[config.mk]
export PLATFORM = sky130hd
export DESIGN_NAME = spc_port
export DESIGN_NICKNAME = d
export VERILOG_FILES = /design/src/design/spc_pkg.sv /design/src/design/spc_port.sv
export SDC_FILE = /design/constraint.sdc
export NUM_CORES = 1
export LEC_CHECK = 0
export BUFFER_PORTS_ARGS = -buffer_cell sky130_fd_sc_hd__buf_2
export CAP_MARGIN = 20
export CORE_ASPECT_RATIO = 1.5
export CORE_UTILIZATION = 47
export CTS_CLUSTER_SIZE = 14
export DETAILED_ROUTE_END_ITERATION = 12
export GPL_TIMING_DRIVEN = 1
export PLACE_DENSITY = 0.74
export RECOVER_POWER = 100
export SLEW_MARGIN = 25
export SYNTH_ARGS = -nofsm -noshare
export SYNTH_HDL_FRONTEND = slang
export SYNTH_SLANG_ARGS = --single-unit
[constraint.sdc]
create_clock -name clk -period 2.1 [get_ports clk]
set_input_delay 0.42 -clock clk [delete_from_list [all_inputs] [get_ports clk]]
set_output_delay 0.42 -clock clk [all_outputs]
set_load 0.1 [all_outputs]
[src/design/spc_pkg.sv]
package spc_pkg;
	// select registers sit at word indices; the byte address is four times the index
	localparam logic [11:0] IDX_CHANGE_IRQ_SELECT  = 12'hF78;
	localparam logic [11:0] IDX_PULLUP_SELECT      = 12'hF79;
	// byte addresses on the register bus
	localparam logic [13:0] ADDR_CHANGE_IRQ_SELECT = {IDX_CHANGE_IRQ_SELECT, 2'b00};
	localparam logic [13:0] ADDR_PULLUP_SELECT     = {IDX_PULLUP_SELECT, 2'b00};
	localparam logic [13:0] ADDR_DIRECTION_REG     = 14'h0F80;
	localparam logic [13:0] ADDR_PORT_PINS         = 14'h0F84;
	localparam logic [13:0] ADDR_OUTPUT_LATCH      = 14'h0F88;
	localparam logic [13:0] ADDR_IRQ_CONTROL       = 14'h0F8C;
	localparam logic [13:0] ADDR_IRQ_CONTROL_TWO   = 14'h0F90;
	localparam logic [13:0] ADDR_FUNC_SELECT       = 14'h0F94;
	localparam logic [13:0] ADDR_STATUS            = 14'h0F98;
	// reset values
	localparam logic [5:0] RST_PULLUP_SELECT = 6'h3F;
	localparam logic [5:0] RST_CHANGE_IRQ    = 6'h00;
	localparam logic [5:0] RST_DIRECTION     = 6'h3F;
	localparam logic [5:0] RST_OUTPUT_LATCH  = 6'h00;
	localparam logic [7:0] RST_IRQ_CONTROL   = 8'h00;
	localparam logic [7:0] RST_IRQ_CTRL_TWO  = 8'hE5;
	localparam logic [5:0] RST_FUNC_SELECT   = 6'h00;
	// field positions
	localparam int BIT_PORT_CHANGE_FLAG   = 0;
	localparam int BIT_PORT_CHANGE_IRQ_EN = 3;
	localparam int BIT_GLOBAL_IRQ_EN      = 7;
	localparam int BIT_PORT_CHANGE_PRIO   = 0;
	localparam int BIT_GLOBAL_PULLUP_EN   = 7;
	localparam int BIT_FS_TIMER_CLK       = 0;
	localparam int BIT_FS_EDGE_IRQ        = 1;
	localparam int BIT_FS_MASTER_CLEAR    = 2;
	localparam int BIT_FS_OSC             = 3;
	localparam int BIT_FS_INSTR_CLOCK_OUTPUT          = 4;
	localparam int BIT_FS_EXT_CLK         = 5;
	localparam int NUM_PINS = 6;
	// axi responses
	localparam logic [1:0] RESP_OKAY   = 2'h0;
	localparam logic [1:0] RESP_SLVERR = 2'h2;
endpackage : spc_pkg

[src/design/spc_port.sv]
// How it works
// - every pin has its own weak pull-up, per-pin select bit
// - pull-up select bit one disables, zero enables
// - output direction forces the pull-up off
// - pull-ups disabled after reset, select register resets to all ones
// - pull-up also needs the global pull-up enable
// - per-pin change-interrupt enable, one enables
// - change-interrupt select resets to zero
// - enabled pins compared against level latched at last port read or write
// - mismatches ORed into port change flag, bit 0 of irq control
// - port change interrupt can wake the device from sleep
// - port read or write relatches compare values, except reg-to-reg move
// - flag sets on any enabled-pin change; irq output needs global and port change enables
// - pin three is I/O or active-low master clear input
// - pin three as output drives low only, open drain
// - pin two is I/O, timer clock input or edge interrupt
// - pin four is I/O, oscillator or instruction clock output
// - pin five is I/O, oscillator or external clock input
// - pins zero and one carry programming data and clock
// - TTL buffer, Schmitt trigger when used as edge interrupt
// - Schmitt trigger buffer while in programming mode
// - upper two bits of select registers read zero
// - direction one is input, zero drives the latch
// - all pins inputs after reset
// - latch register reads return the latch, not the pins
`timescale 1ns/1ns
`default_nettype none
module spc_port (
	input  wire logic        clk,
	input  wire logic        srst,
	// axi4-lite slave
	input  wire logic [13:0] s_axi_awaddr,
	input  wire logic        s_axi_awvalid,
	output logic             s_axi_awready,
	input  wire logic [31:0] s_axi_wdata,
	input  wire logic [3:0]  s_axi_wstrb,
	input  wire logic        s_axi_wvalid,
	output logic             s_axi_wready,
	output logic [1:0]       s_axi_bresp,
	output logic             s_axi_bvalid,
	input  wire logic        s_axi_bready,
	input  wire logic [13:0] s_axi_araddr,
	input  wire logic        s_axi_arvalid,
	output logic             s_axi_arready,
	output logic [31:0]      s_axi_rdata,
	output logic [1:0]       s_axi_rresp,
	output logic             s_axi_rvalid,
	input  wire logic        s_axi_rready,
	// core side
	input  wire logic        reg_to_reg_move,
	input  wire logic        prog_mode,
	input  wire logic        sleep_state,
	input  wire logic        instr_clock,
	input  wire logic        osc_out_drive,
	input  wire logic        osc_out_en,
	// pins
	input  wire logic [5:0]  pin_in,
	output logic [5:0]       pin_out,
	output logic [5:0]       pin_oe,
	output logic [5:0]       pullup_on,
	output logic [5:0]       schmitt_sel,
	output logic             port_change_irq,
	output logic             wake_request,
	output logic             timer_ext_clock_in,
	output logic             ext_edge_irq_in,
	output logic             master_clear_in_n,
	output logic             ext_clock_input,
	output logic             prog_data_in,
	output logic             prog_clock_in
);

	// ***************************************
	// registers and synchronisers
	// ***************************************
	logic [5:0] pullup_select;
	logic [5:0] change_irq_select;
	logic [5:0] direction_reg;
	logic [5:0] output_latch;
	logic [7:0] irq_control;
	logic [7:0] irq_control_two;
	logic [5:0] func_select;
	logic [5:0] sync_a;
	logic [5:0] pin_sync;
	logic [5:0] last_read;
	logic       port_touch;
	logic       flag_set;
	logic       flag_clear;
	logic       mismatch;

	// two stages; only pin_sync is read by logic
	always_ff @(posedge clk) begin
		sync_a   <= pin_in;
		pin_sync <= sync_a;
	end

	// ***************************************
	// axi4-lite write channel
	// ***************************************
	logic        aw_held;
	logic        w_held;
	logic [13:0] aw_addr;
	logic [31:0] w_data;
	logic [3:0]  w_strb;
	logic        do_write;

	assign s_axi_awready = !aw_held && !s_axi_bvalid;
	assign s_axi_wready  = !w_held && !s_axi_bvalid;
	assign do_write      = aw_held && w_held && !s_axi_bvalid;

	// address and data taken in either order, answer after both
	always_ff @(posedge clk) begin
		if (srst) begin
			aw_held      <= 1'b0;
			w_held       <= 1'b0;
			aw_addr      <= 14'h0000;
			w_data       <= 32'h0000_0000;
			w_strb       <= 4'h0;
			s_axi_bvalid <= 1'b0;
			s_axi_bresp  <= spc_pkg::RESP_OKAY;
		end else begin
			if (s_axi_awvalid && s_axi_awready) begin
				aw_held <= 1'b1;
				aw_addr <= s_axi_awaddr;
			end
			if (s_axi_wvalid && s_axi_wready) begin
				w_held <= 1'b1;
				w_data <= s_axi_wdata;
				w_strb <= s_axi_wstrb;
			end
			if (do_write) begin
				aw_held      <= 1'b0;
				w_held       <= 1'b0;
				s_axi_bvalid <= 1'b1;
				s_axi_bresp  <= addr_ok(aw_addr) ? spc_pkg::RESP_OKAY : spc_pkg::RESP_SLVERR;
			end else if (s_axi_bvalid && s_axi_bready) begin
				s_axi_bvalid <= 1'b0;
			end
		end
	end

	function automatic logic addr_ok(input logic [13:0] a);
		case (a)
			spc_pkg::ADDR_CHANGE_IRQ_SELECT, spc_pkg::ADDR_PULLUP_SELECT,
			spc_pkg::ADDR_DIRECTION_REG, spc_pkg::ADDR_PORT_PINS,
			spc_pkg::ADDR_OUTPUT_LATCH, spc_pkg::ADDR_IRQ_CONTROL,
			spc_pkg::ADDR_IRQ_CONTROL_TWO, spc_pkg::ADDR_FUNC_SELECT,
			spc_pkg::ADDR_STATUS: addr_ok = 1'b1;
			default: addr_ok = 1'b0;
		endcase
	endfunction : addr_ok

	// byte lane 0 carries every register
	logic wr_lane;
	assign wr_lane = do_write && w_strb[0];

	// ***************************************
	// configuration registers
	// ***************************************
	always_ff @(posedge clk) begin
		if (srst) begin
			pullup_select     <= spc_pkg::RST_PULLUP_SELECT;
			change_irq_select <= spc_pkg::RST_CHANGE_IRQ;
			direction_reg     <= spc_pkg::RST_DIRECTION;
			output_latch      <= spc_pkg::RST_OUTPUT_LATCH;
			irq_control_two   <= spc_pkg::RST_IRQ_CTRL_TWO;
			func_select       <= spc_pkg::RST_FUNC_SELECT;
		end else if (wr_lane) begin
			case (aw_addr)
				spc_pkg::ADDR_PULLUP_SELECT:     pullup_select     <= w_data[5:0];
				spc_pkg::ADDR_CHANGE_IRQ_SELECT: change_irq_select <= w_data[5:0];
				spc_pkg::ADDR_DIRECTION_REG:     direction_reg     <= w_data[5:0];
				// a port write lands in the latch, like the latch register
				spc_pkg::ADDR_PORT_PINS:         output_latch      <= w_data[5:0];
				spc_pkg::ADDR_OUTPUT_LATCH:      output_latch      <= w_data[5:0];
				spc_pkg::ADDR_IRQ_CONTROL_TWO:   irq_control_two   <= w_data[7:0];
				spc_pkg::ADDR_FUNC_SELECT:       func_select       <= w_data[5:0];
				default: ;
			endcase
		end
	end

	// ***************************************
	// axi4-lite read channel
	// ***************************************
	assign s_axi_arready = !s_axi_rvalid;

	always_ff @(posedge clk) begin
		if (srst) begin
			s_axi_rvalid <= 1'b0;
			s_axi_rdata  <= 32'h0000_0000;
			s_axi_rresp  <= spc_pkg::RESP_OKAY;
		end else if (s_axi_arvalid && s_axi_arready) begin
			s_axi_rvalid <= 1'b1;
			s_axi_rresp  <= addr_ok(s_axi_araddr) ? spc_pkg::RESP_OKAY : spc_pkg::RESP_SLVERR;
			case (s_axi_araddr)
				// upper bits read zero
				spc_pkg::ADDR_PULLUP_SELECT:     s_axi_rdata <= {26'h0, pullup_select};
				spc_pkg::ADDR_CHANGE_IRQ_SELECT: s_axi_rdata <= {26'h0, change_irq_select};
				spc_pkg::ADDR_DIRECTION_REG:     s_axi_rdata <= {26'h0, direction_reg};
				spc_pkg::ADDR_PORT_PINS:         s_axi_rdata <= {26'h0, pin_sync};
				spc_pkg::ADDR_OUTPUT_LATCH:      s_axi_rdata <= {26'h0, output_latch};
				spc_pkg::ADDR_IRQ_CONTROL:       s_axi_rdata <= {24'h0, irq_control};
				spc_pkg::ADDR_IRQ_CONTROL_TWO:   s_axi_rdata <= {24'h0, irq_control_two};
				spc_pkg::ADDR_FUNC_SELECT:       s_axi_rdata <= {26'h0, func_select};
				spc_pkg::ADDR_STATUS:            s_axi_rdata <= {26'h0, last_read};
				default:                         s_axi_rdata <= 32'h0000_0000;
			endcase
		end else if (s_axi_rready) begin
			s_axi_rvalid <= 1'b0;
		end
	end

	// ***************************************
	// change detection
	// ***************************************
	// core moves flagged reg_to_reg_move leave the compare latch alone
	assign port_touch = !reg_to_reg_move &&
		((s_axi_arvalid && s_axi_arready && s_axi_araddr == spc_pkg::ADDR_PORT_PINS) ||
		 (do_write && aw_addr == spc_pkg::ADDR_PORT_PINS));

	always_ff @(posedge clk) begin
		if (srst) begin
			last_read <= 6'h00;
		end else if (port_touch) begin
			last_read <= pin_sync;
		end
	end

	assign mismatch   = |((pin_sync ^ last_read) & change_irq_select);
	assign flag_set   = mismatch;
	assign flag_clear = wr_lane && aw_addr == spc_pkg::ADDR_IRQ_CONTROL
		&& !w_data[spc_pkg::BIT_PORT_CHANGE_FLAG];

	// flag is sticky; a set in the clearing cycle wins
	always_ff @(posedge clk) begin
		if (srst) begin
			irq_control <= spc_pkg::RST_IRQ_CONTROL;
		end else begin
			if (wr_lane && aw_addr == spc_pkg::ADDR_IRQ_CONTROL) begin
				irq_control[7:1] <= w_data[7:1];
			end
			if (flag_set) begin
				irq_control[spc_pkg::BIT_PORT_CHANGE_FLAG] <= 1'b1;
			end else if (flag_clear) begin
				irq_control[spc_pkg::BIT_PORT_CHANGE_FLAG] <= 1'b0;
			end
		end
	end

	// registered so the irq output comes from a flip-flop
	always_ff @(posedge clk) begin
		if (srst) begin
			port_change_irq <= 1'b0;
			wake_request    <= 1'b0;
		end else begin
			port_change_irq <= irq_control[spc_pkg::BIT_PORT_CHANGE_FLAG]
				&& irq_control[spc_pkg::BIT_PORT_CHANGE_IRQ_EN]
				&& irq_control[spc_pkg::BIT_GLOBAL_IRQ_EN];
			// wake needs only the local enable, the core decides on vectoring
			wake_request <= sleep_state && irq_control[spc_pkg::BIT_PORT_CHANGE_FLAG]
				&& irq_control[spc_pkg::BIT_PORT_CHANGE_IRQ_EN];
		end
	end

	// ***************************************
	// pin drivers and alternate functions
	// ***************************************
	logic [5:0] drive_oe;
	logic [5:0] drive_val;
	logic       global_pu;

	assign global_pu = !irq_control_two[spc_pkg::BIT_GLOBAL_PULLUP_EN]; // active low enable

	always_comb begin
		drive_oe  = ~direction_reg;
		drive_val = output_latch;
		// pin three as master clear is input only
		if (func_select[spc_pkg::BIT_FS_MASTER_CLEAR]) begin
			drive_oe[3] = 1'b0;
		end
		// open drain: enable only while pulling low
		drive_oe[3]  = drive_oe[3] && !output_latch[3];
		drive_val[3] = 1'b0;
		if (func_select[spc_pkg::BIT_FS_TIMER_CLK] || func_select[spc_pkg::BIT_FS_EDGE_IRQ]) begin
			drive_oe[2] = 1'b0;
		end
		if (func_select[spc_pkg::BIT_FS_OSC]) begin
			drive_oe[4]  = osc_out_en;
			drive_val[4] = osc_out_drive;
			drive_oe[5]  = 1'b0;
		end else if (func_select[spc_pkg::BIT_FS_INSTR_CLOCK_OUTPUT]) begin
			drive_oe[4]  = 1'b1;
			drive_val[4] = instr_clock;
		end
		if (func_select[spc_pkg::BIT_FS_EXT_CLK]) begin
			drive_oe[5] = 1'b0;
		end
		// programmer owns pins zero and one
		if (prog_mode) begin
			drive_oe[1:0] = 2'b00;
		end
	end

	assign pin_out = drive_val;
	assign pin_oe  = drive_oe;

	// pull-up: select low, global on, pin an input
	assign pullup_on = ~pullup_select & direction_reg & {6{global_pu}};

	always_comb begin
		schmitt_sel = 6'h00;
		if (func_select[spc_pkg::BIT_FS_EDGE_IRQ]) begin
			schmitt_sel[2] = 1'b1;
		end
		if (prog_mode) begin
			schmitt_sel = 6'h3F;
		end
	end

	// alternate inputs taken from the synchronised levels
	assign timer_ext_clock_in = func_select[spc_pkg::BIT_FS_TIMER_CLK] && pin_sync[2];
	assign ext_edge_irq_in    = func_select[spc_pkg::BIT_FS_EDGE_IRQ] && pin_sync[2];
	assign master_clear_in_n  = !func_select[spc_pkg::BIT_FS_MASTER_CLEAR] || pin_sync[3];
	assign ext_clock_input    = func_select[spc_pkg::BIT_FS_EXT_CLK] && pin_sync[5];
	assign prog_data_in       = prog_mode && pin_sync[0];
	assign prog_clock_in      = prog_mode && pin_sync[1];
endmodule : spc_port
`default_nettype wire

==> impl_summary.txt, run 1 <==
----------------------------------------------------
[STA]
  Share of the cycle needed by the critical path after routing ... 98.29%
  Post-Route Hold Slack ... 0.1750 ns
  Final setup violation count ... 0
  Total count of max-transition violations in the final report ... 38
  Slew @ Worst Pin ... 1.643 ns
  Slew headroom ... -9.544%
  Smallest setup slack after layout ... 0.03597 ns
  Final Skew ... 0.008138 ns
  Setup repair after global routing missed its margin ... false
  Number of endpoints with negative hold slack in the final report ... 0
  Period minus WS final ... 2.064 ns
  Achievable clock frequency ... 0.4845 GHz

[Place]
  Post-Place Worst Slack ... 0.1386 ns
  Final GP Congestion ... 0.9392
  Post-detail-place hpwl ... 9.820 mm
  Number of input and output port buffers inserted ... 101
  Number of instances in the placed design ... 770

[GRT]
  Pin count of the biggest net entering global routing ... 39
  Number of global-route vias before repair ... 3,965
  Initial antenna violation count ... 0
  Overall global routing resource usage ... 23.85%
  Remaining Overflow, GRT ... 0
  First-pass GRT wire length ... 20.03 mm

[Run status]
  Result of the run ... complete, but fails checks
  Failing checks ... max-capacitance violations, max-slew violations

[Power]
  Total power per unit cell area ... 765.8 nW/um2
  Leakage power total ... 2.588 nW
  Total power ... 4.434 mW
  Maximum vdd drop ... 0.0005335 V

[Synth]
  Number of distinct library cells after synthesis ... 60
  Count of mapped cells out of synthesis ... 555
  Flip-flop and latch count after synthesis ... 103
  Synth top area share ... 41.53%
  Fraction of synthesis flops using an asynchronous set or reset pin ... 0%
  Dominant synthesized flop cell ... dfxtp_1
  EDFF count, synth ... 0
  Ys Warns ... 0
  Netlist Area Pre-Place ... 4965 um2
  Biggest area consumer among synthesized cells ... dfxtp_1
  Per-instance average area after synthesis ... 8.946 um2
  Top cells by area, synth ... dfxtp_1 42%, mux2i_1 9.3%, nor2_1 6.5%
  Sequential share of the synthesized area ... 41.53%

[Clock tree]
  Clock root cell ... clkbuf_16
  Clk buf depth ... 2
  CTS Hold Bufs ... 0
  Number of buffers created by CTS ... 9
  Post-cts resize count ... 0
  Clock tree from TritonCTS ... done
  Clock sink count ... 103
  H-tree depth ... 3
  Clk Latency, worst-skew pair ... 0.34 ns
  Number of setup buffers added after CTS ... 0
  Reg clk slew, reported paths ... 0.07 ns

[Floorplan]
  Placeable core region ... 10,190 um2
  Vert. Die Dim ... 127.9 um
  Die span in x ... 85.92 um
  Floorplan die area ... 10,990 um2
  Initial standard-cell utilization of the core ... 48.72%
  Top-level port count ... 156
  Total number of placement rows ... 45

[Drt]
  Total vias in the final route ... 4,223
  Remaining number of nets flagged by the antenna check after routing ... 0
  Remaining design rule violation count ... 0
  Average wire length per cell after detail routing ... 16.38 um
  Average vias per placed instance ... 5.373
  Iteration count of the initial detailed-routing pass ... 5
  Aggregate routed wire length ... 12.87 mm
  Drt first-iter violations ... 246

[Critical path]
  Worst endpoint data arrival time ... 1.64 ns
  CP required ... 1.68 ns
  Startpoint types ... flip-flop
  Largest fanout on the critical path ... 8
  Type of element capturing the critical path ... output pin
  Crit path kind ... reg -> out

[Final layout]
  Fraction of layout cells with a size suffix above 1 ... 26.20%
  Leading cell type in the layout, fill and taps excluded ... dfxtp_1
  Net count of the finished layout ... 723
  Highest-count cells in the layout ignoring fill and taps ... 101 x dfxtp_1, 87 x nor2_1, 56 x buf_2
  Number of flip-flops in the largest register ... 14
  Register bank with the most flops ... aw_addr
  Diodes inserted ... 0
  Layout overhead on the synthesized area ... 16.63%
  Final instance count without filler cells ... 786

[Run]
  MaxCap Viol Count ... 1

[Hold path]
  Classification of the worst-slack hold path ... in -> reg

----------------------------------------------------
==> cells in the mapped netlist, drive strengths merged, types with 2 or more instances <==
cell type,count
a211o,9
a211oi,5
a21oi,42
a221oi,6
a22o,2
a22oi,3
a32o,4
and2,6
and3,2
and4,2
and4b,3
buf,48
clkbuf,24
dfxtp,103
inv,10
mux2,4
mux2i,46
mux4,2
nand2,42
nand2b,6
nand3,12
nand4,6
nand4b,2
nor2,87
nor2b,6
nor3,23
nor3b,11
nor4,4
nor4b,3
o21ai,5
o32ai,3
or3,2
xor2,7
==> cell families after synthesis <==
kind of cell	after synthesis	share of synthesized area (%)
compound gates	86	11.77
xor+xnor	8	1.411
buf+inv	82	9.904
flops	103	41.53
mux	52	11.09
other cells	1	0.07553
simple gates	223	24.22
==> report_power, final <==
group | switching (mW) | internal [mW]
Clock | 0.719 | 0.901
Combinational | 0.577 | 0.163
Sequential | 0.0656 | 2.01
Total | 1.36 | 3.07
==> critical path: stages, from the launching register on <==
cell and delay [ns]:
dfxtp_1 0.51, nor3b_2 0.32, buf_2 0.47
==> per-layer routing <==
metal | part of all wire (%) | track usage (%) | up-vias
met5 | 0 | 0 | -
met4 | 3.8 | 12.65 | 0
met3 | 4.1 | 3.477 | 29
met2 | 53 | 42.76 | 142
met1 | 39 | 26.91 | 2008
li1 | - | - | 2044
==> metrics by stage <==
step	util (%)	area (um2)	TNS, ns
finish	56.82	5791	0
global route	56.82	5791	0
CTS	57.30	5839	0
detailed placement	54.40	5544	0
global placement	54.40	5544	0
floorplan	-	5149	-0.7271
==> layout make-up <==
class | instances | area (um2)
Fill cell | 927 | 4400
Clock inverter | 4 | 28.78
Timing Repair Buffer | 120 | 641.9
Sequential cell | 103 | 2064
Tap cell | 141 | 176.4
Clock buffer | 12 | 266.5
Inverter | 10 | 37.54
Multi-Input combinational cell | 396 | 2575
==> path summary, 6_finish.rpt <==
path	to	depth (start not counted)	slack (ns)	from
worst min register to register	pin_sync[5]$_DFF_P_	0	0.32	sync_a[5]$_DFF_P_
worst max register to register	last_read[4]$_SDFFE_PP0P_	6	0.16	aw_addr[13]$_SDFFE_PP0P_
worst min-delay path	sync_a[1]$_DFF_P_	1	0.18	pin_in[1]
worst max-delay path	pullup_on[3]	2	0.04	irq_control_two[7]$_SDFFE_PP1P_
Note: power is estimated with default switching activity, not from simulation.
==> run 2: changes to the inputs <==
--- a/config.mk
+++ b/config.mk
@@ -9,3 +9,2 @@
 export CAP_MARGIN = 20
-export CORE_ASPECT_RATIO = 1.5
 export CORE_UTILIZATION = 47
==> constraint.sdc (replaced) <==
create_clock -name clk -period 2.1 [get_ports clk]
set_input_delay 0.315 -clock clk [delete_from_list [all_inputs] [get_ports clk]]
set_output_delay 0.315 -clock clk [all_outputs]
set_load 0.1 [all_outputs]
==> impl_summary.txt, run 2 (synthesized netlist as in run 1, its figures left out) <==
----------------------------------------------------
[Run status]
  Result of the run ... completed

[Clock tree]
  Clock sink count ... 103
  CTS Hold Bufs ... 0
  Post-cts resize count ... 0
  Clock root cell ... clkbuf_8
  Clk buf depth ... 2
  Clock tree from TritonCTS ... done
  Reg clk slew, reported paths ... 0.09 ns
  Clk Latency, worst-skew pair ... 0.38 ns
  H-tree depth ... 3
  Number of buffers created by CTS ... 9
  Number of setup buffers added after CTS ... 0

[STA]
  Smallest setup slack after layout ... 0.09771 ns
  Slew @ Worst Pin ... 1.161 ns
  Number of endpoints with negative hold slack in the final report ... 0
  Share of the cycle needed by the critical path after routing ... 95.35%
  Period minus WS final ... 2.002 ns
  Final Skew ... 0.01699 ns
  Total count of max-transition violations in the final report ... 0
  Post-Route Hold Slack ... 0.04051 ns
  Final setup violation count ... 0
  Slew headroom ... 22.95%
  Achievable clock frequency ... 0.4994 GHz
  Setup repair after global routing missed its margin ... false

[Place]
  Total cell area at the placement stage ... 5504 um2
  Post-Place Worst Slack ... 0.1841 ns
  Post-detail-place hpwl ... 9.499 mm
  Final GP Congestion ... 0.9073
  Number of input and output port buffers inserted ... 101

[Drt]
  Aggregate routed wire length ... 12.59 mm
  Average vias per placed instance ... 5.301
  Total vias in the final route ... 4,151
  Iteration count of the initial detailed-routing pass ... 5
  Average wire length per cell after detail routing ... 16.07 um
  Remaining number of nets flagged by the antenna check after routing ... 0
  Remaining design rule violation count ... 0
  Drt first-iter violations ... 287

[Critical path]
  Largest stage delay, worst path ... 0.56 ns
  Largest fanout on the critical path ... 7
  Ordered cell list for the critical path ... nor2_1 -> a21oi_2 -> clkbuf_2
  Crit path kind ... reg -> out
  Startpoint types ... flip-flop
  Type of element capturing the critical path ... output pin
  Critical-path top delay cell ... dfxtp_1
  Worst endpoint data arrival time ... 1.69 ns
  CP required ... 1.78 ns

[GRT]
  Overall global routing resource usage ... 23.88%
  Number of global-route vias before repair ... 3,905
  Remaining Overflow, GRT ... 0
  Initial antenna violation count ... 0
  First-pass GRT wire length ... 20.39 mm
  Pin count of the biggest net entering global routing ... 35

[Final layout]
  Sequential cell area ... 2063 um2
  Final design instance area without fill ... 5639 um2
  Area of the multi-input gates ... 2519 um2
  Filler cells ... 962
  Diodes inserted ... 0
  Leading cell type in the layout, fill and taps excluded ... dfxtp_1
  Number of flip-flops in the largest register ... 14
  Net count of the finished layout ... 726
  Fraction of layout cells with a size suffix above 1 ... 24.42%
  Register bank with the most flops ... aw_addr
  Layout overhead on the synthesized area ... 13.58%
  Highest-count cells in the layout ignoring fill and taps ... 102 x dfxtp_1, 85 x nor2_1, 54 x buf_2

[Floorplan]
  Vert. Die Dim ... 104.8 um
  Die span in x ... 104.8 um
  Placeable core region ... 10,280 um2
  Total number of placement rows ... 37
  Top-level port count ... 156
  Initial standard-cell utilization of the core ... 48.31%
  Floorplan die area ... 10,980 um2

[Power]
  Total power per unit cell area ... 718.9 nW/um2
  Maximum vdd drop ... 0.0004451 V
  Leakage power total ... 2.534 nW

[Hold path]
  Classification of the worst-slack hold path ... in -> reg

[Run]
  MaxCap Viol Count ... 0

----------------------------------------------------
==> run 2: layout make-up <==
type,instances,share of cell area [%]
Clock buffer,12,2.574
Clock inverter,3,0.7766
Timing Repair Buffer,123,11.72
Tap cell,136,3.018
Sequential cell,103,36.59
Multi-Input combinational cell,396,44.66
Inverter,10,0.6656
==> run 2: worst max-delay path: cells and delay by family, from the launching register on <==
kind,cells,cell delay (ns)
compound gates,1,0.16
buf+inv,1,0.47
flops,1,0.56
simple gates,1,0.12
==> run 2: per-stage QoR <==
stage	TNS [ns]	cells	utilization, %	total power [mW]
2_1_floorplan	-5.128	581	-	2.756
3_3_place_gp	0	768	53.55	2.858
3_5_place_dp	0	768	53.55	2.870
4_1_cts	0	783	55.39	4.080
5_1_grt	0	783	54.87	4.207
6_report	0	783	54.87	4.054
==> run 2: final timing paths <==
kind / startpoint / to / slack (ns) / cells past startpoint
worst min register to register: sync_a[2]$_DFF_P_ / pin_sync[2]$_DFF_P_ / 0.33 / 0
worst max-delay path: func_select[3]$_SDFFE_PP0P_ / pin_oe[4] / 0.1 / 3
worst min-delay path: pin_in[0] / sync_a[0]$_DFF_P_ / 0.04 / 1
worst max register to register: aw_addr[13]$_SDFFE_PP0P_ / last_read[4]$_SDFFE_PP0P_ / 0.12 / 6
==> run 2: routing by layer <==
metal  vias up  share of wire [%]  track usage [%]  routed length (um)
met5         -                  0                0                   0
met4         0                2.2            8.954                 283
met3        21                5.4            3.493                 681
met2       152                 47            38.51                5874
met1      1942                 46            32.31                5745
li1       2036                  -                -                   -
==> run 2: where the power goes <==
group | internal [mW] | switching [mW]
clock network | 0.579 | 0.655
logic | 0.166 | 0.578
registers | 2.01 | 0.0693
total | 2.75 | 1.30
==> run 3: changes to the inputs <==
Settings changed: SETUP_SLACK_MARGIN from default to 0.5.
==> impl_summary.txt, run 3 (synthesized netlist as in run 1, its figures left out) <==
----------------------------------------------------
[STA]
  Setup tns final ... 0 ns
  Slew headroom ... -1.357%
  Number of endpoints with negative hold slack in the final report ... 0
  Period minus WS final ... 1.873 ns
  Post-Route Hold Slack ... 0.02094 ns
  Final Skew ... 0.01170 ns
  Setup repair after global routing missed its margin ... true
  Smallest setup slack after layout ... 0.2270 ns
  Share of the cycle needed by the critical path after routing ... 89.19%
  Slew @ Worst Pin ... 1.520 ns
  Total count of max-transition violations in the final report ... 73
  Achievable clock frequency ... 0.5339 GHz
  Final setup violation count ... 0

[Critical path]
  Crit path kind ... reg -> reg
  Worst endpoint data arrival time ... 2.10 ns
  Largest stage delay, worst path ... 0.41 ns
  Top delay family on crit path ... simple AND/OR/NAND/NOR gates
  Largest fanout on the critical path ... 6
  Ordered cell list for the critical path ... or3_4 -> nor3_4 -> buf_4 -> nand4_2 -> mux2i_1 -> nor2_1
  CP required ... 2.33 ns
  Startpoint types ... flip-flop
  Critical-path top delay cell ... or3_4
  Type of element capturing the critical path ... flip-flop
  Buffers and inverters on the worst path ... 1

[Place]
  Final GP Congestion ... 0.9316
  Number of instances in the placed design ... 760
  Post-Place Worst Slack ... 0.1272 ns
  Total cell area at the placement stage ... 5623 um2
  Post-detail-place hpwl ... 9.432 mm
  Number of input and output port buffers inserted ... 101

[Clock tree]
  Clock sink count ... 103
  Clock root cell ... clkbuf_8
  Clock tree from TritonCTS ... done
  H-tree depth ... 3
  Reg clk slew, reported paths ... 0.11 ns
  Clk Latency, worst-skew pair ... 0.39 ns
  Clk buf depth ... 2
  Number of buffers created by CTS ... 9

[Drt]
  Remaining design rule violation count ... 0
  Iteration count of the initial detailed-routing pass ... 5
  Average wire length per cell after detail routing ... 17.22 um
  Drt first-iter violations ... 289
  Average vias per placed instance ... 5.563
  Remaining number of nets flagged by the antenna check after routing ... 0
  Aggregate routed wire length ... 13.73 mm
  Total vias in the final route ... 4,434

[Floorplan]
  Vert. Die Dim ... 104.8 um
  Total number of placement rows ... 37
  Initial standard-cell utilization of the core ... 48.31%
  Floorplan die area ... 10,980 um2
  Top-level port count ... 156
  Die span in x ... 104.8 um
  Placeable core region ... 10,280 um2

[Final layout]
  Highest-count cells in the layout ignoring fill and taps ... 91 x dfxtp_1, 82 x nor2_1, 54 x buf_2
  Diodes inserted ... 0
  Fraction of layout cells with a size suffix above 1 ... 32.83%
  Layout Utilization ... 60.30%
  Leading cell type in the layout, fill and taps excluded ... dfxtp_1
  Number of flip-flops in the largest register ... 14
  Filler cells ... 878
  Register bank with the most flops ... aw_addr
  Final instance count without filler cells ... 797
  Net count of the finished layout ... 739
  Layout overhead on the synthesized area ... 24.82%
  Final design instance area without fill ... 6197 um2

[GRT]
  Overall global routing resource usage ... 25.20%
  Pin count of the biggest net entering global routing ... 73
  Number of global-route vias before repair ... 4,153
  First-pass GRT wire length ... 21.48 mm
  Remaining Overflow, GRT ... 0
  Initial antenna violation count ... 0

[Run status]
  Failing checks ... max-capacitance violations, max-slew violations
  Result of the run ... complete, but fails checks

[Power]
  Total power ... 4.117 mW
  Leakage power total ... 2.708 nW
  Total power per unit cell area ... 664.3 nW/um2
  Maximum vdd drop ... 0.0004554 V

[Run]
  MaxCap Viol Count ... 1

[Hold path]
  Classification of the worst-slack hold path ... in -> reg

----------------------------------------------------
==> run 3: layout make-up <==
type / instances / area, um2 / area share, %
Multi-Input combinational cell: 396 / 2779 / 44.84
Sequential cell: 103 / 2087 / 33.68
Timing Repair Buffer: 136 / 925.9 / 14.94
Tap cell: 136 / 170.2 / 2.746
Clock buffer: 9 / 123.9 / 1.999
Clock inverter: 7 / 73.82 / 1.191
Inverter: 10 / 37.54 / 0.6057
==> run 3: final timing paths <==
path	to	slack, ns	depth (start not counted)	start
max	output_latch[5]$_SDFFE_PP0P_	0.23	6	aw_addr[6]$_SDFFE_PP0P_
min	sync_a[5]$_DFF_P_	0.02	1	pin_in[5]
max reg2reg	output_latch[5]$_SDFFE_PP0P_	0.23	6	aw_addr[6]$_SDFFE_PP0P_
min reg2reg	pin_sync[1]$_DFF_P_	0.34	0	sync_a[1]$_DFF_P_
==> run 3: per-layer routing <==
layer  part of all wire, %  wire [um]  vias up  GRT usage, %
met5                     0          0        -             0
met4                   1.8        249        0         7.545
met3                   7.7       1051       28         5.490
met2                    47       6406      213         40.73
met1                    44       6020     2109         33.67
li1                      -          -     2084             -
==> run 3: timing repair <==
item / in CTS / in global routing
gates cloned: 2 / 0
gates resized for setup: 77 / 33
endpoints found under the hold margin: 0 / 3
endpoints found under the setup margin: 74 / 85
buffers inserted: 13 / 3
hold buffers: 0 / 3
pin swaps: 15 / 13
==> run 3: power by group <==
group          switching, mW  internal (mW)  total [mW]
sequential            0.0691           2.00        2.07
combinational          0.603          0.187       0.790
clock                  0.783          0.471        1.25
total                   1.45           2.66        4.12
==> run 3: worst reg2reg max path, stage by stage, from the launching register on <==
cell	delay [ns]
dfxtp_2	0.33
or3_4	0.41
nor3_4	0.19
buf_4	0.16
nand4_2	0.31
mux2i_1	0.26
nor2_1	0.05
